## config.mk

```make
export PLATFORM = sky130hd
export DESIGN_NAME = gmt_output_mux
export DESIGN_NICKNAME = d
export VERILOG_FILES = /design/src/logic/gmt_pkg.sv /design/src/logic/gmt_output_mux.sv /design/src/logic/gmt_pin_driver.sv /design/src/logic/gmt_signal_mux.sv
export SDC_FILE = /design/constraint.sdc
export NUM_CORES = 1
export LEC_CHECK = 0
export BUFFER_PORTS_ARGS = -buffer_cell sky130_fd_sc_hd__buf_4
export CAP_MARGIN = 20
export CORE_ASPECT_RATIO = 0.5
export CORE_MARGIN = 2
export CORE_UTILIZATION = 30
export CTS_CLUSTER_SIZE = 12
export DETAILED_ROUTE_END_ITERATION = 6
export GPL_TIMING_DRIVEN = 0
export RECOVER_POWER = 100
export SETUP_SLACK_MARGIN = 0.3
export SLEW_MARGIN = 10
export SYNTH_ARGS = -nofsm -noshare
export SYNTH_HDL_FRONTEND = slang
export SYNTH_HIERARCHICAL = 1
export SYNTH_SLANG_ARGS = --single-unit
export TNS_END_PERCENT = 5
```

## constraint.sdc

```tcl
create_clock -name clk -period 1.82 [get_ports clk]
set_input_delay 0.364 -clock clk [delete_from_list [all_inputs] [get_ports clk]]
set_output_delay 0.364 -clock clk [all_outputs]
set_load 0.03 [all_outputs]
```

## src/logic/gmt_pkg.sv

```systemverilog
// package: register map, field layout and carrier types of the output mux block
package gmt_pkg;

  // ----------------------------------------------------------------
  // register map
  // ----------------------------------------------------------------
  localparam int AddrWidth = 5;
  localparam int RegWidth = 24;
  localparam logic [4:0] OutSelectAddr = 5'h0f;
  localparam logic [4:0] TuneStatusAddr = 5'h10;

  // ----------------------------------------------------------------
  // field positions and reset values
  // ----------------------------------------------------------------
  localparam int CtrlWidth = 10;
  localparam int SelWidth = 5;
  localparam int BusyBit = 8;
  localparam logic [9:0] OutSelectReset = 10'h001;
  localparam logic [7:0] TuneSwitchReset = 8'h20;
  localparam logic TuneBusyReset = 1'b0;
  localparam logic [4:0] SelTestData = 5'h00;

  // ----------------------------------------------------------------
  // carrier types
  // ----------------------------------------------------------------
  // control register fields, bit 9 down to bit 0
  typedef struct packed {
    logic lowDriveOff;
    logic highDriveOff;
    logic pinDriverAlwaysOn;
    logic automuxPrevent;
    logic testData;
    logic [4:0] outputSignalSelect;
  } gmt_ctrl_s;

  // internal signals that may be routed to the shared pin
  typedef struct packed {
    logic softReset;
    logic serialBufEn;
    logic seedLoadStrobe;
    logic vcoDivSyncReset;
    logic serialLatchEn;
    logic auxWriteStrobe;
    logic fracWriteStrobe;
    logic intWriteStrobe;
    logic sigmaDeltaCoreClk;
    logic sigmaDeltaCoreDelay;
    logic phaseDetectorUp;
    logic phaseDetectorDown;
    logic auxSerialData;
    logic auxSerialEn;
    logic auxSerialClk;
    logic auxClk;
    logic modulatorClk;
    logic vcoDivider;
    logic refDivider;
    logic refBuffer;
    logic lockWindow;
    logic lockTrigger;
    logic lockDetect;
  } gmt_src_s;

endpackage

```

## src/logic/gmt_output_mux.sv

```systemverilog
// module: general purpose output selection, pin arbitration and tune status
`timescale 1ns/1ps

// Overview of operation
// - selector picks pin signal while pin enabled
// - code 0 drives software test bit
// - codes 1-3 route lock detect signals
// - codes 8-11 route reference and divider clocks
// - codes 12-15 route auxiliary port signals
// - codes 16-19 route detector and modulator clocks
// - codes 20-25 route strobes and resets
// - code 30 buffer enable, 31 soft reset
// - automux between read data and aux signal
// - driver always on or only reads
// - high drive disable bit
// - low drive disable bit
// - read only switch setting from calibration
// - manual switch change leaves setting alone
// - busy flag high while calibration searches
module gmt_output_mux (
  input wire logic clk,
  input wire logic rst_b,
  input wire logic ce,
  input wire logic regWr,
  input wire logic regRd,
  input wire logic [gmt_pkg::AddrWidth-1:0] regAddr,
  input wire logic [gmt_pkg::RegWidth-1:0] regWrData,
  output logic [gmt_pkg::RegWidth-1:0] regRdData_q,
  input wire logic pinEnable,
  input wire logic serialRead,
  input wire logic serialBit,
  input wire gmt_pkg::gmt_src_s src,
  input wire logic calBusy,
  input wire logic [7:0] calSwitch,
  input wire logic manualSwitchWr,
  output logic auxPinSignal_q,
  output logic lockOrSerialOutPin_q,
  output logic lockOrSerialOutPinOeB_q
);

  // ----------------------------------------------------------------
  // register storage
  // ----------------------------------------------------------------
  gmt_pkg::gmt_ctrl_s ctrl_q;
  logic [7:0] tuneSwitch_q;
  logic calBusy_q;
  logic busyFall;
  logic selWrite;
  logic [31:0] srcVec;

  assign selWrite = regWr && (regAddr == gmt_pkg::OutSelectAddr);

  always_ff @(posedge clk or negedge rst_b) begin
    if (!rst_b) begin
      ctrl_q <= gmt_pkg::OutSelectReset;
    end else if (ce && selWrite) begin
      ctrl_q <= regWrData[gmt_pkg::CtrlWidth-1:0];
    end
  end

  // ----------------------------------------------------------------
  // calibration status
  // ----------------------------------------------------------------
  // end of the search is the fall of the busy input
  assign busyFall = calBusy_q && !calBusy;

  always_ff @(posedge clk or negedge rst_b) begin
    if (!rst_b) begin
      calBusy_q <= gmt_pkg::TuneBusyReset;
    end else if (ce) begin
      calBusy_q <= calBusy;
    end
  end

  // capture calibrated setting
  // a manual switch write is deliberately not looked at here
  always_ff @(posedge clk or negedge rst_b) begin
    if (!rst_b) begin
      tuneSwitch_q <= gmt_pkg::TuneSwitchReset;
    end else if (ce && busyFall) begin
      tuneSwitch_q <= calSwitch;
    end
  end

  // ----------------------------------------------------------------
  // register read
  // ----------------------------------------------------------------
  // read data is registered; unmapped offsets and reserved bits read zero
  always_ff @(posedge clk or negedge rst_b) begin
    if (!rst_b) begin
      regRdData_q <= '0;
    end else if (ce && regRd) begin
      case (regAddr)
        gmt_pkg::OutSelectAddr: begin
          regRdData_q <= {14'h0000, ctrl_q};
        end
        gmt_pkg::TuneStatusAddr: begin
          regRdData_q <= {15'h0000, calBusy_q, tuneSwitch_q};
        end
        default: begin
          regRdData_q <= '0;
        end
      endcase
    end
  end

  // ----------------------------------------------------------------
  // source vector, indexed by selector code
  // ----------------------------------------------------------------
  // code 0 is the test data bit
  assign srcVec[0] = ctrl_q.testData;
  assign srcVec[1] = src.lockDetect;
  assign srcVec[2] = src.lockTrigger;
  assign srcVec[3] = src.lockWindow;
  // analog test codes are served outside, reserved code 7 is low
  assign srcVec[7:4] = 4'h0;
  assign srcVec[8] = src.refBuffer;
  assign srcVec[9] = src.refDivider;
  assign srcVec[10] = src.vcoDivider;
  assign srcVec[11] = src.modulatorClk;
  assign srcVec[12] = src.auxClk;
  assign srcVec[13] = src.auxSerialClk;
  assign srcVec[14] = src.auxSerialEn;
  assign srcVec[15] = src.auxSerialData;
  assign srcVec[16] = src.phaseDetectorDown;
  assign srcVec[17] = src.phaseDetectorUp;
  assign srcVec[18] = src.sigmaDeltaCoreDelay;
  assign srcVec[19] = src.sigmaDeltaCoreClk;
  assign srcVec[20] = src.intWriteStrobe;
  assign srcVec[21] = src.fracWriteStrobe;
  assign srcVec[22] = src.auxWriteStrobe;
  assign srcVec[23] = src.serialLatchEn;
  assign srcVec[24] = src.vcoDivSyncReset;
  assign srcVec[25] = src.seedLoadStrobe;
  assign srcVec[29:26] = 4'h0;
  assign srcVec[30] = src.serialBufEn;
  assign srcVec[31] = src.softReset;

  // ----------------------------------------------------------------
  // selector and pin driver
  // ----------------------------------------------------------------
  // registered selection
  gmt_signal_mux #(
    .SelWidth(gmt_pkg::SelWidth)
  ) u_mux (
    .clk(clk),
    .rst_b(rst_b),
    .ce(ce),
    .sel(ctrl_q.outputSignalSelect),
    .srcVec(srcVec),
    .sigOut_q(auxPinSignal_q)
  );

  gmt_pin_driver u_drv (
    .clk(clk),
    .rst_b(rst_b),
    .ce(ce),
    .ctrl(ctrl_q),
    .pinEnable(pinEnable),
    .serialRead(serialRead),
    .serialBit(serialBit),
    .auxSignal(auxPinSignal_q),
    .pinOut_q(lockOrSerialOutPin_q),
    .pinOeB_q(lockOrSerialOutPinOeB_q)
  );

  // ----------------------------------------------------------------
  // checks
  // ----------------------------------------------------------------
  // write lands in register
  ctrl_write_a: assert property (@(posedge clk) disable iff (!rst_b)
    ce && selWrite |=> ctrl_q == $past(regWrData[gmt_pkg::CtrlWidth-1:0]))
    else $error("control write not stored");

  test_bit_a: assert property (@(posedge clk) disable iff (!rst_b)
    ce && ctrl_q.outputSignalSelect == gmt_pkg::SelTestData && !selWrite
    ##1 ce |=> auxPinSignal_q == $past(ctrl_q.testData))
    else $error("test data bit not selected");

  lock_route_a: assert property (@(posedge clk) disable iff (!rst_b)
    ce && ctrl_q.outputSignalSelect == 5'h01 |=> auxPinSignal_q == $past(src.lockDetect))
    else $error("lock detect not routed on code 1");

  div_route_a: assert property (@(posedge clk) disable iff (!rst_b)
    ce && ctrl_q.outputSignalSelect == 5'h0a |=> auxPinSignal_q == $past(src.vcoDivider))
    else $error("vco divider not routed on code 10");

  aux_route_a: assert property (@(posedge clk) disable iff (!rst_b)
    ce && ctrl_q.outputSignalSelect == 5'h0f |=> auxPinSignal_q == $past(src.auxSerialData))
    else $error("aux data not routed on code 15");

  det_up_route_a: assert property (@(posedge clk) disable iff (!rst_b)
    ce && ctrl_q.outputSignalSelect == 5'h11 |=> auxPinSignal_q == $past(src.phaseDetectorUp))
    else $error("detector up not routed on code 17");

  seed_route_a: assert property (@(posedge clk) disable iff (!rst_b)
    ce && ctrl_q.outputSignalSelect == 5'h19 |=> auxPinSignal_q == $past(src.seedLoadStrobe))
    else $error("seed strobe not routed on code 25");

  rst_route_a: assert property (@(posedge clk) disable iff (!rst_b)
    ce && ctrl_q.outputSignalSelect == 5'h1f |=> auxPinSignal_q == $past(src.softReset))
    else $error("soft reset not routed on code 31");

  trig_route_a: assert property (@(posedge clk) disable iff (!rst_b)
    ce && ctrl_q.outputSignalSelect == 5'h02 |=> auxPinSignal_q == $past(src.lockTrigger))
    else $error("lock trigger not routed on code 2");

  window_route_a: assert property (@(posedge clk) disable iff (!rst_b)
    ce && ctrl_q.outputSignalSelect == 5'h03 |=> auxPinSignal_q == $past(src.lockWindow))
    else $error("lock window not routed on code 3");

  refbuf_route_a: assert property (@(posedge clk) disable iff (!rst_b)
    ce && ctrl_q.outputSignalSelect == 5'h08 |=> auxPinSignal_q == $past(src.refBuffer))
    else $error("reference buffer not routed on code 8");

  refdiv_route_a: assert property (@(posedge clk) disable iff (!rst_b)
    ce && ctrl_q.outputSignalSelect == 5'h09 |=> auxPinSignal_q == $past(src.refDivider))
    else $error("reference divider not routed on code 9");

  modclk_route_a: assert property (@(posedge clk) disable iff (!rst_b)
    ce && ctrl_q.outputSignalSelect == 5'h0b |=> auxPinSignal_q == $past(src.modulatorClk))
    else $error("modulator clock not routed on code 11");

  auxclk_route_a: assert property (@(posedge clk) disable iff (!rst_b)
    ce && ctrl_q.outputSignalSelect == 5'h0c |=> auxPinSignal_q == $past(src.auxClk))
    else $error("aux clock not routed on code 12");

  auxsck_route_a: assert property (@(posedge clk) disable iff (!rst_b)
    ce && ctrl_q.outputSignalSelect == 5'h0d |=> auxPinSignal_q == $past(src.auxSerialClk))
    else $error("aux port clock not routed on code 13");

  auxen_route_a: assert property (@(posedge clk) disable iff (!rst_b)
    ce && ctrl_q.outputSignalSelect == 5'h0e |=> auxPinSignal_q == $past(src.auxSerialEn))
    else $error("aux port enable not routed on code 14");

  det_down_route_a: assert property (@(posedge clk) disable iff (!rst_b)
    ce && ctrl_q.outputSignalSelect == 5'h10 |=> auxPinSignal_q == $past(src.phaseDetectorDown))
    else $error("detector down not routed on code 16");

  core_delay_route_a: assert property (@(posedge clk) disable iff (!rst_b)
    ce && ctrl_q.outputSignalSelect == 5'h12 |=> auxPinSignal_q == $past(src.sigmaDeltaCoreDelay))
    else $error("core clock delay not routed on code 18");

  core_clk_route_a: assert property (@(posedge clk) disable iff (!rst_b)
    ce && ctrl_q.outputSignalSelect == 5'h13 |=> auxPinSignal_q == $past(src.sigmaDeltaCoreClk))
    else $error("core clock not routed on code 19");

  int_strobe_a: assert property (@(posedge clk) disable iff (!rst_b)
    ce && ctrl_q.outputSignalSelect == 5'h14 |=> auxPinSignal_q == $past(src.intWriteStrobe))
    else $error("integer strobe not routed on code 20");

  frac_strobe_a: assert property (@(posedge clk) disable iff (!rst_b)
    ce && ctrl_q.outputSignalSelect == 5'h15 |=> auxPinSignal_q == $past(src.fracWriteStrobe))
    else $error("fraction strobe not routed on code 21");

  aux_strobe_a: assert property (@(posedge clk) disable iff (!rst_b)
    ce && ctrl_q.outputSignalSelect == 5'h16 |=> auxPinSignal_q == $past(src.auxWriteStrobe))
    else $error("aux strobe not routed on code 22");

  latch_route_a: assert property (@(posedge clk) disable iff (!rst_b)
    ce && ctrl_q.outputSignalSelect == 5'h17 |=> auxPinSignal_q == $past(src.serialLatchEn))
    else $error("latch enable not routed on code 23");

  div_reset_route_a: assert property (@(posedge clk) disable iff (!rst_b)
    ce && ctrl_q.outputSignalSelect == 5'h18 |=> auxPinSignal_q == $past(src.vcoDivSyncReset))
    else $error("divider sync reset not routed on code 24");

  buf_route_a: assert property (@(posedge clk) disable iff (!rst_b)
    ce && ctrl_q.outputSignalSelect == 5'h1e |=> auxPinSignal_q == $past(src.serialBufEn))
    else $error("buffer enable not routed on code 30");

  unused_low_a: assert property (@(posedge clk) disable iff (!rst_b)
    ce && (ctrl_q.outputSignalSelect inside {[5'h04:5'h07], [5'h1a:5'h1d]}) |=> !auxPinSignal_q)
    else $error("unused selector code drove the pin signal");

  pin_gate_a: assert property (@(posedge clk) disable iff (!rst_b)
    ce && !pinEnable && !serialRead |=> lockOrSerialOutPinOeB_q && !lockOrSerialOutPin_q)
    else $error("pin driven while disabled and idle");

  manual_hold_a: assert property (@(posedge clk) disable iff (!rst_b)
    manualSwitchWr && !busyFall |=> $stable(tuneSwitch_q))
    else $error("switch setting changed without calibration end");

  busy_hold_a: assert property (@(posedge clk) disable iff (!rst_b)
    calBusy_q && calBusy [*2] |-> $stable(tuneSwitch_q))
    else $error("switch setting changed during search");

  busy_fall_a: assert property (@(posedge clk) disable iff (!rst_b)
    ce && calBusy_q && !calBusy |=> !calBusy_q && tuneSwitch_q == $past(calSwitch))
    else $error("switch setting not updated as busy cleared");

  busy_read_a: assert property (@(posedge clk) disable iff (!rst_b)
    ce && regRd && regAddr == gmt_pkg::TuneStatusAddr
    |=> regRdData_q[gmt_pkg::BusyBit] == $past(calBusy_q))
    else $error("busy flag read wrong");

  tune_read_a: assert property (@(posedge clk) disable iff (!rst_b)
    ce && regRd && regAddr == gmt_pkg::TuneStatusAddr
    |=> regRdData_q[7:0] == $past(tuneSwitch_q) && regRdData_q[23:9] == 15'h0000)
    else $error("tune status read wrong");

  // unmapped offsets read zero
  unmapped_read_a: assert property (@(posedge clk) disable iff (!rst_b)
    ce && regRd && regAddr != gmt_pkg::TuneStatusAddr && regAddr != gmt_pkg::OutSelectAddr
    |=> regRdData_q == 24'h000000)
    else $error("unmapped offset read non zero");

  // reads never disturb the control register
  read_side_a: assert property (@(posedge clk) disable iff (!rst_b)
    !selWrite |=> $stable(ctrl_q))
    else $error("control register changed without a write");

endmodule

```

## src/logic/gmt_pin_driver.sv

```systemverilog
// module: automux, driver enable and half-driver control of the shared pin
`timescale 1ns/1ps
module gmt_pin_driver (
  input wire logic clk,
  input wire logic rst_b,
  input wire logic ce,
  input wire gmt_pkg::gmt_ctrl_s ctrl,
  input wire logic pinEnable,
  input wire logic serialRead,
  input wire logic serialBit,
  input wire logic auxSignal,
  output logic pinOut_q,
  output logic pinOeB_q
);

  logic dataBit;
  logic driveOn;
  logic halfOff;

  assign dataBit = (serialRead && !ctrl.automuxPrevent) ? serialBit : (pinEnable & auxSignal);
  // driver always on or read only
  assign driveOn = serialRead || (pinEnable && ctrl.pinDriverAlwaysOn);
  assign halfOff = dataBit ? ctrl.highDriveOff : ctrl.lowDriveOff;

  // pin level and active low output enable, registered
  always_ff @(posedge clk or negedge rst_b) begin
    if (!rst_b) begin
      pinOut_q <= 1'b0;
      pinOeB_q <= 1'b1;
    end else if (ce) begin
      pinOut_q <= dataBit;
      pinOeB_q <= !(driveOn && !halfOff);
    end
  end

  high_drive_off_a: assert property (@(posedge clk) disable iff (!rst_b)
    ce && ctrl.highDriveOff |=> !(pinOut_q && !pinOeB_q))
    else $error("pin driven high while high drive disabled");
  low_drive_off_a: assert property (@(posedge clk) disable iff (!rst_b)
    ce && ctrl.lowDriveOff |=> !(!pinOut_q && !pinOeB_q))
    else $error("pin driven low while low drive disabled");
  driver_idle_a: assert property (@(posedge clk) disable iff (!rst_b)
    ce && !ctrl.pinDriverAlwaysOn && !serialRead |=> pinOeB_q)
    else $error("pin driven outside a read cycle");
  automux_read_a: assert property (@(posedge clk) disable iff (!rst_b)
    ce && serialRead && !ctrl.automuxPrevent |=> pinOut_q == $past(serialBit))
    else $error("read data not on pin during read cycle");

endmodule

```

## src/logic/gmt_signal_mux.sv

```systemverilog
// module: registered one-of-n selector for the general purpose pin signal
`timescale 1ns/1ps
module gmt_signal_mux #(
  parameter int SelWidth = 5
) (
  input wire logic clk,
  input wire logic rst_b,
  input wire logic ce,
  input wire logic [SelWidth-1:0] sel,
  input wire logic [(1<<SelWidth)-1:0] srcVec,
  output logic sigOut_q
);

  logic picked;

  // pick the addressed source
  assign picked = srcVec[sel];

  // register the choice so glitches of the select never reach the pin
  always_ff @(posedge clk or negedge rst_b) begin
    if (!rst_b) begin
      sigOut_q <= 1'b0;
    end else if (ce) begin
      sigOut_q <= picked;
    end
  end

  // frozen while the enable is low
  hold_when_off_a: assert property (@(posedge clk) disable iff (!rst_b)
    !ce |=> $stable(sigOut_q))
    else $error("selected signal changed while clock enable low");

endmodule

```

==> impl_metrics.env <==
export IMPL_die_area_mm2=0.006987
export IMPL_nNetsFinal=338
export IMPL_p_int_mw=1.598
export IMPL_total_power_mw=2.193
export IMPL_synth_compound_area_frac=0.1139
export IMPL_rsz0062_at_grt="yes"
export IMPL_fmax_mhz=623.4
export IMPL_drv_cap=0
export IMPL_grt_max_degree=33
export IMPL_cts_root_buffer="clkbuf_16"
export IMPL_die_h_um=60.12
export IMPL_finalWirelength_um=4351
export IMPL_synth_top_family_by_area="multiplexers"
export IMPL_synthToLayoutAreaGrowth_pct=39.01
export IMPL_synthMuxAreaShare=0.2040
export IMPL_seq_power_share=0.404
export IMPL_tightest_slew_ps=782.8
export IMPL_dr_first_iter_drc_count=66
export IMPL_critical_path_buf_inv_count=1
export IMPL_overflow=0
export IMPL_clkPwrFrac=0.352
export IMPL_hold_path_class="input pin to asynchronous set/reset pin"
export IMPL_clk_pin_slew_worst_paths_ps=50
export IMPL_yosys_area_share_simple=0.1629
export IMPL_netlist_area_mm2=0.001889
export IMPL_firstDrtPassIters=4
export IMPL_synth_edff_count=0
export IMPL_worstPathArrival_ps=1740
export IMPL_num_io_pins=97
export IMPL_ff2ff_path_depth=6
export IMPL_ant_nets=0
export IMPL_ctsLongestPathBuffers=2
export IMPL_leakage_nw=1.222
export IMPL_slowest_delay_ps=550
export IMPL_first_global_vias=1605
export IMPL_path_delay_family="flip-flops"
export IMPL_slew_headroom=0.4781
export IMPL_cts_hold_buf=0
export IMPL_worst_ep_required_time_ps=1960
export IMPL_coreArea_mm2=0.006081
export IMPL_synth_xor_area_share=0
export IMPL_viasPerCell=4.476
export IMPL_clk_latency_ps=270
export IMPL_p_sw_uw=595.0
export IMPL_post_drt_wl_per_cell_um=12.19
export IMPL_cts_htree_levels=2
export IMPL_syn_inst=171
export IMPL_period_share=0.8813
export IMPL_syn_area_per_cell_um2=11.05
export IMPL_start_kind="register"
export IMPL_die_x_um=116.2
export IMPL_synth_async_sr_flop_share=1.000
export IMPL_synth_seq_area_share=0.4258
export IMPL_cts_tree="done"
export IMPL_slew_viol_final=0
export IMPL_rrSetupSlack_ps=220
export IMPL_ir_drop_mv=0.3326
export IMPL_crit_chain="buf_8 -> mux2i_2 -> a22oi_1 -> and3_1 -> a31oi_1 -> a41oi_1"
export IMPL_grtUsageTotal=0.1290
export IMPL_ys_warn_count=6
export IMPL_fillers=612
export IMPL_antenna_found_initial=0
export IMPL_pwr_share_comb=0.244
export IMPL_dp_final_hpwl_um=3502
export IMPL_cp_end_kind="register"
export IMPL_ys_types=35
export IMPL_status="finished clean"
export IMPL_drcViolationCount=0
export IMPL_port_buffers=67
export IMPL_fin_skew_ps=4.477
export IMPL_switching_share=0.2714
export IMPL_worst_setup_path_type="register to register"
export IMPL_cts_sinks=32
export IMPL_cp_max_fo=7
export IMPL_vias=1598
export IMPL_start_util=0.3107
export IMPL_r2r_end="u_mux/sigOut_q"
export IMPL_power_density_mw_per_mm2=834.9
export IMPL_drive_gt1_frac=0.3941
export IMPL_cts_buffers=5
export IMPL_min_period_ps=1604
export IMPL_crit_slowest_cell="dfstp_2"
export IMPL_antenna_cells=0
export IMPL_hold_viol_final=0
export IMPL_grt_pass1_wl_um=6948
export IMPL_synthFlopType="dfrtp_1"
export IMPL_r2r_start="ctrl_q[0]"
export IMPL_ys_seq_elements=32
export IMPL_rows=20
export IMPL_globalplace_congestion=0.7084
export IMPL_synth_fa_ha_area_frac=0
export IMPL_finalSetupViolations=0
export IMPL_final_setup_tns_ps=0
power groups by stage:
stage | clock [mW] | combinational, mW | sequential [mW]
after floorplan | 0 | 0.328 | 0.912
after global placement | 0 | 0.538 | 0.895
after detailed placement | 0 | 0.548 | 0.899
after CTS | 0.784 | 0.557 | 0.887
after global routing | 0.822 | 0.582 | 0.900
final | 0.772 | 0.534 | 0.886
metal layers:
layer / track usage / wire length (um)
met5: 0 / 0
met4: 0.04082 / 59
met3: 0.02941 / 187
met2: 0.2475 / 2203
met1: 0.1445 / 1899
timing repair:
item / CTS / global route
setup buffers: 1 / 1
setup endpoints to repair: 1 / 1
gates resized for setup: 1 / 1
pin swaps: 4 / 1
cells in the final DEF, fill, tap and decap left out, types with 2 or more instances in the layout:
cell / n
nor2_1: 3
mux2i_1: 15
and2_1: 2
a21oi_1: 4
a211oi_1: 2
clkbuf_16: 5
dfrtp_1: 29
conb_1: 22
buf_4: 69
nand2b_1: 5
o211ai_1: 8
nand2_1: 24
mux2_2: 20
dfstp_2: 3
nand3_1: 2
a22oi_1: 3
nor2b_1: 2
nand4_1: 11
clkbuf_1: 19
cell families after synthesis:
group                  after synthesis
AOI/OAI and AO/OA                   24
other                                1
buffers and inverters               22
DFF                                 32
and+or+nand+nor                     56
muxes                               36
layout make-up:
cell class | count | area (um2) | area share
Clock buffer | 7 | 132.6 | 0.05050
Timing Repair Buffer | 69 | 466.7 | 0.1777
Buffer | 22 | 167.7 | 0.06384
Sequential cell | 32 | 804.5 | 0.3063
Tap cell | 88 | 110.1 | 0.04192
Multi-Input combinational cell | 138 | 939.7 | 0.3578
Clock inverter | 1 | 5.005 | 0.001906
worst max-delay path by stage:
| stage | from | to | slack (ps) | depth (start not counted) |
|---|---|---|---|---|
| after CTS | ctrl_q[0] | u_mux/sigOut_q | 220 | 6 |
| after floorplan | ctrl_q[0] | u_mux/sigOut_q | 350 | 6 |
| final | ctrl_q[0] | u_mux/sigOut_q | 220 | 6 |
| after global placement | ctrl_q[0] | u_mux/sigOut_q | 180 | 6 |
| after global routing | ctrl_q[0] | u_mux/sigOut_q | 150 | 6 |
| after detailed placement | ctrl_q[0] | u_mux/sigOut_q | 180 | 6 |
flip-flops by register name (all words and copies together), names as in the netlist:
name            flops
u_drv/pinOeB_q      1
calBusy_q           1
u_drv/pinOut_q      1
tuneSwitch_q        8
regRdData_q        10
ctrl_q             10
u_mux/sigOut_q      1
Yosys cell counts (2+ instances only):
library cell / instances / area (um2)
mux2i_1: 16 / 160.2
nor2_1: 3 / 11.26
dfstp_2: 3 / 78.83
buf_4: 15 / 112.6
and2_1: 2 / 12.51
buf_6: 2 / 22.52
o211ai_2: 9 / 112.6
nor2b_1: 2 / 12.51
buf_2: 2 / 10.01
a21oi_1: 4 / 20.02
nand2_1: 24 / 90.09
dfrtp_1: 29 / 725.7
nand2b_1: 5 / 31.28
a22oi_1: 3 / 22.52
nand3_1: 2 / 10.01
clkbuf_1: 2 / 7.510
a211oi_1: 2 / 15.01
mux2_2: 20 / 225.2
nand4_1: 10 / 62.56
through the flow:
stage	hold slack [ps]	instances	cell area, um2	util	setup slack (ps)
after CTS	35.17	356	2730	0.4490	219.9
final	168.0	357	2626	0.4319	216.0
after detailed placement	322.7	347	2581	0.4245	184.4
after floorplan	68.41	192	1968	-	354.6
after global routing	235.2	357	2626	0.4319	154.7
after global placement	320.9	347	2581	0.4245	176.9
No activity file was read; power rests on OpenSTA's default activity.
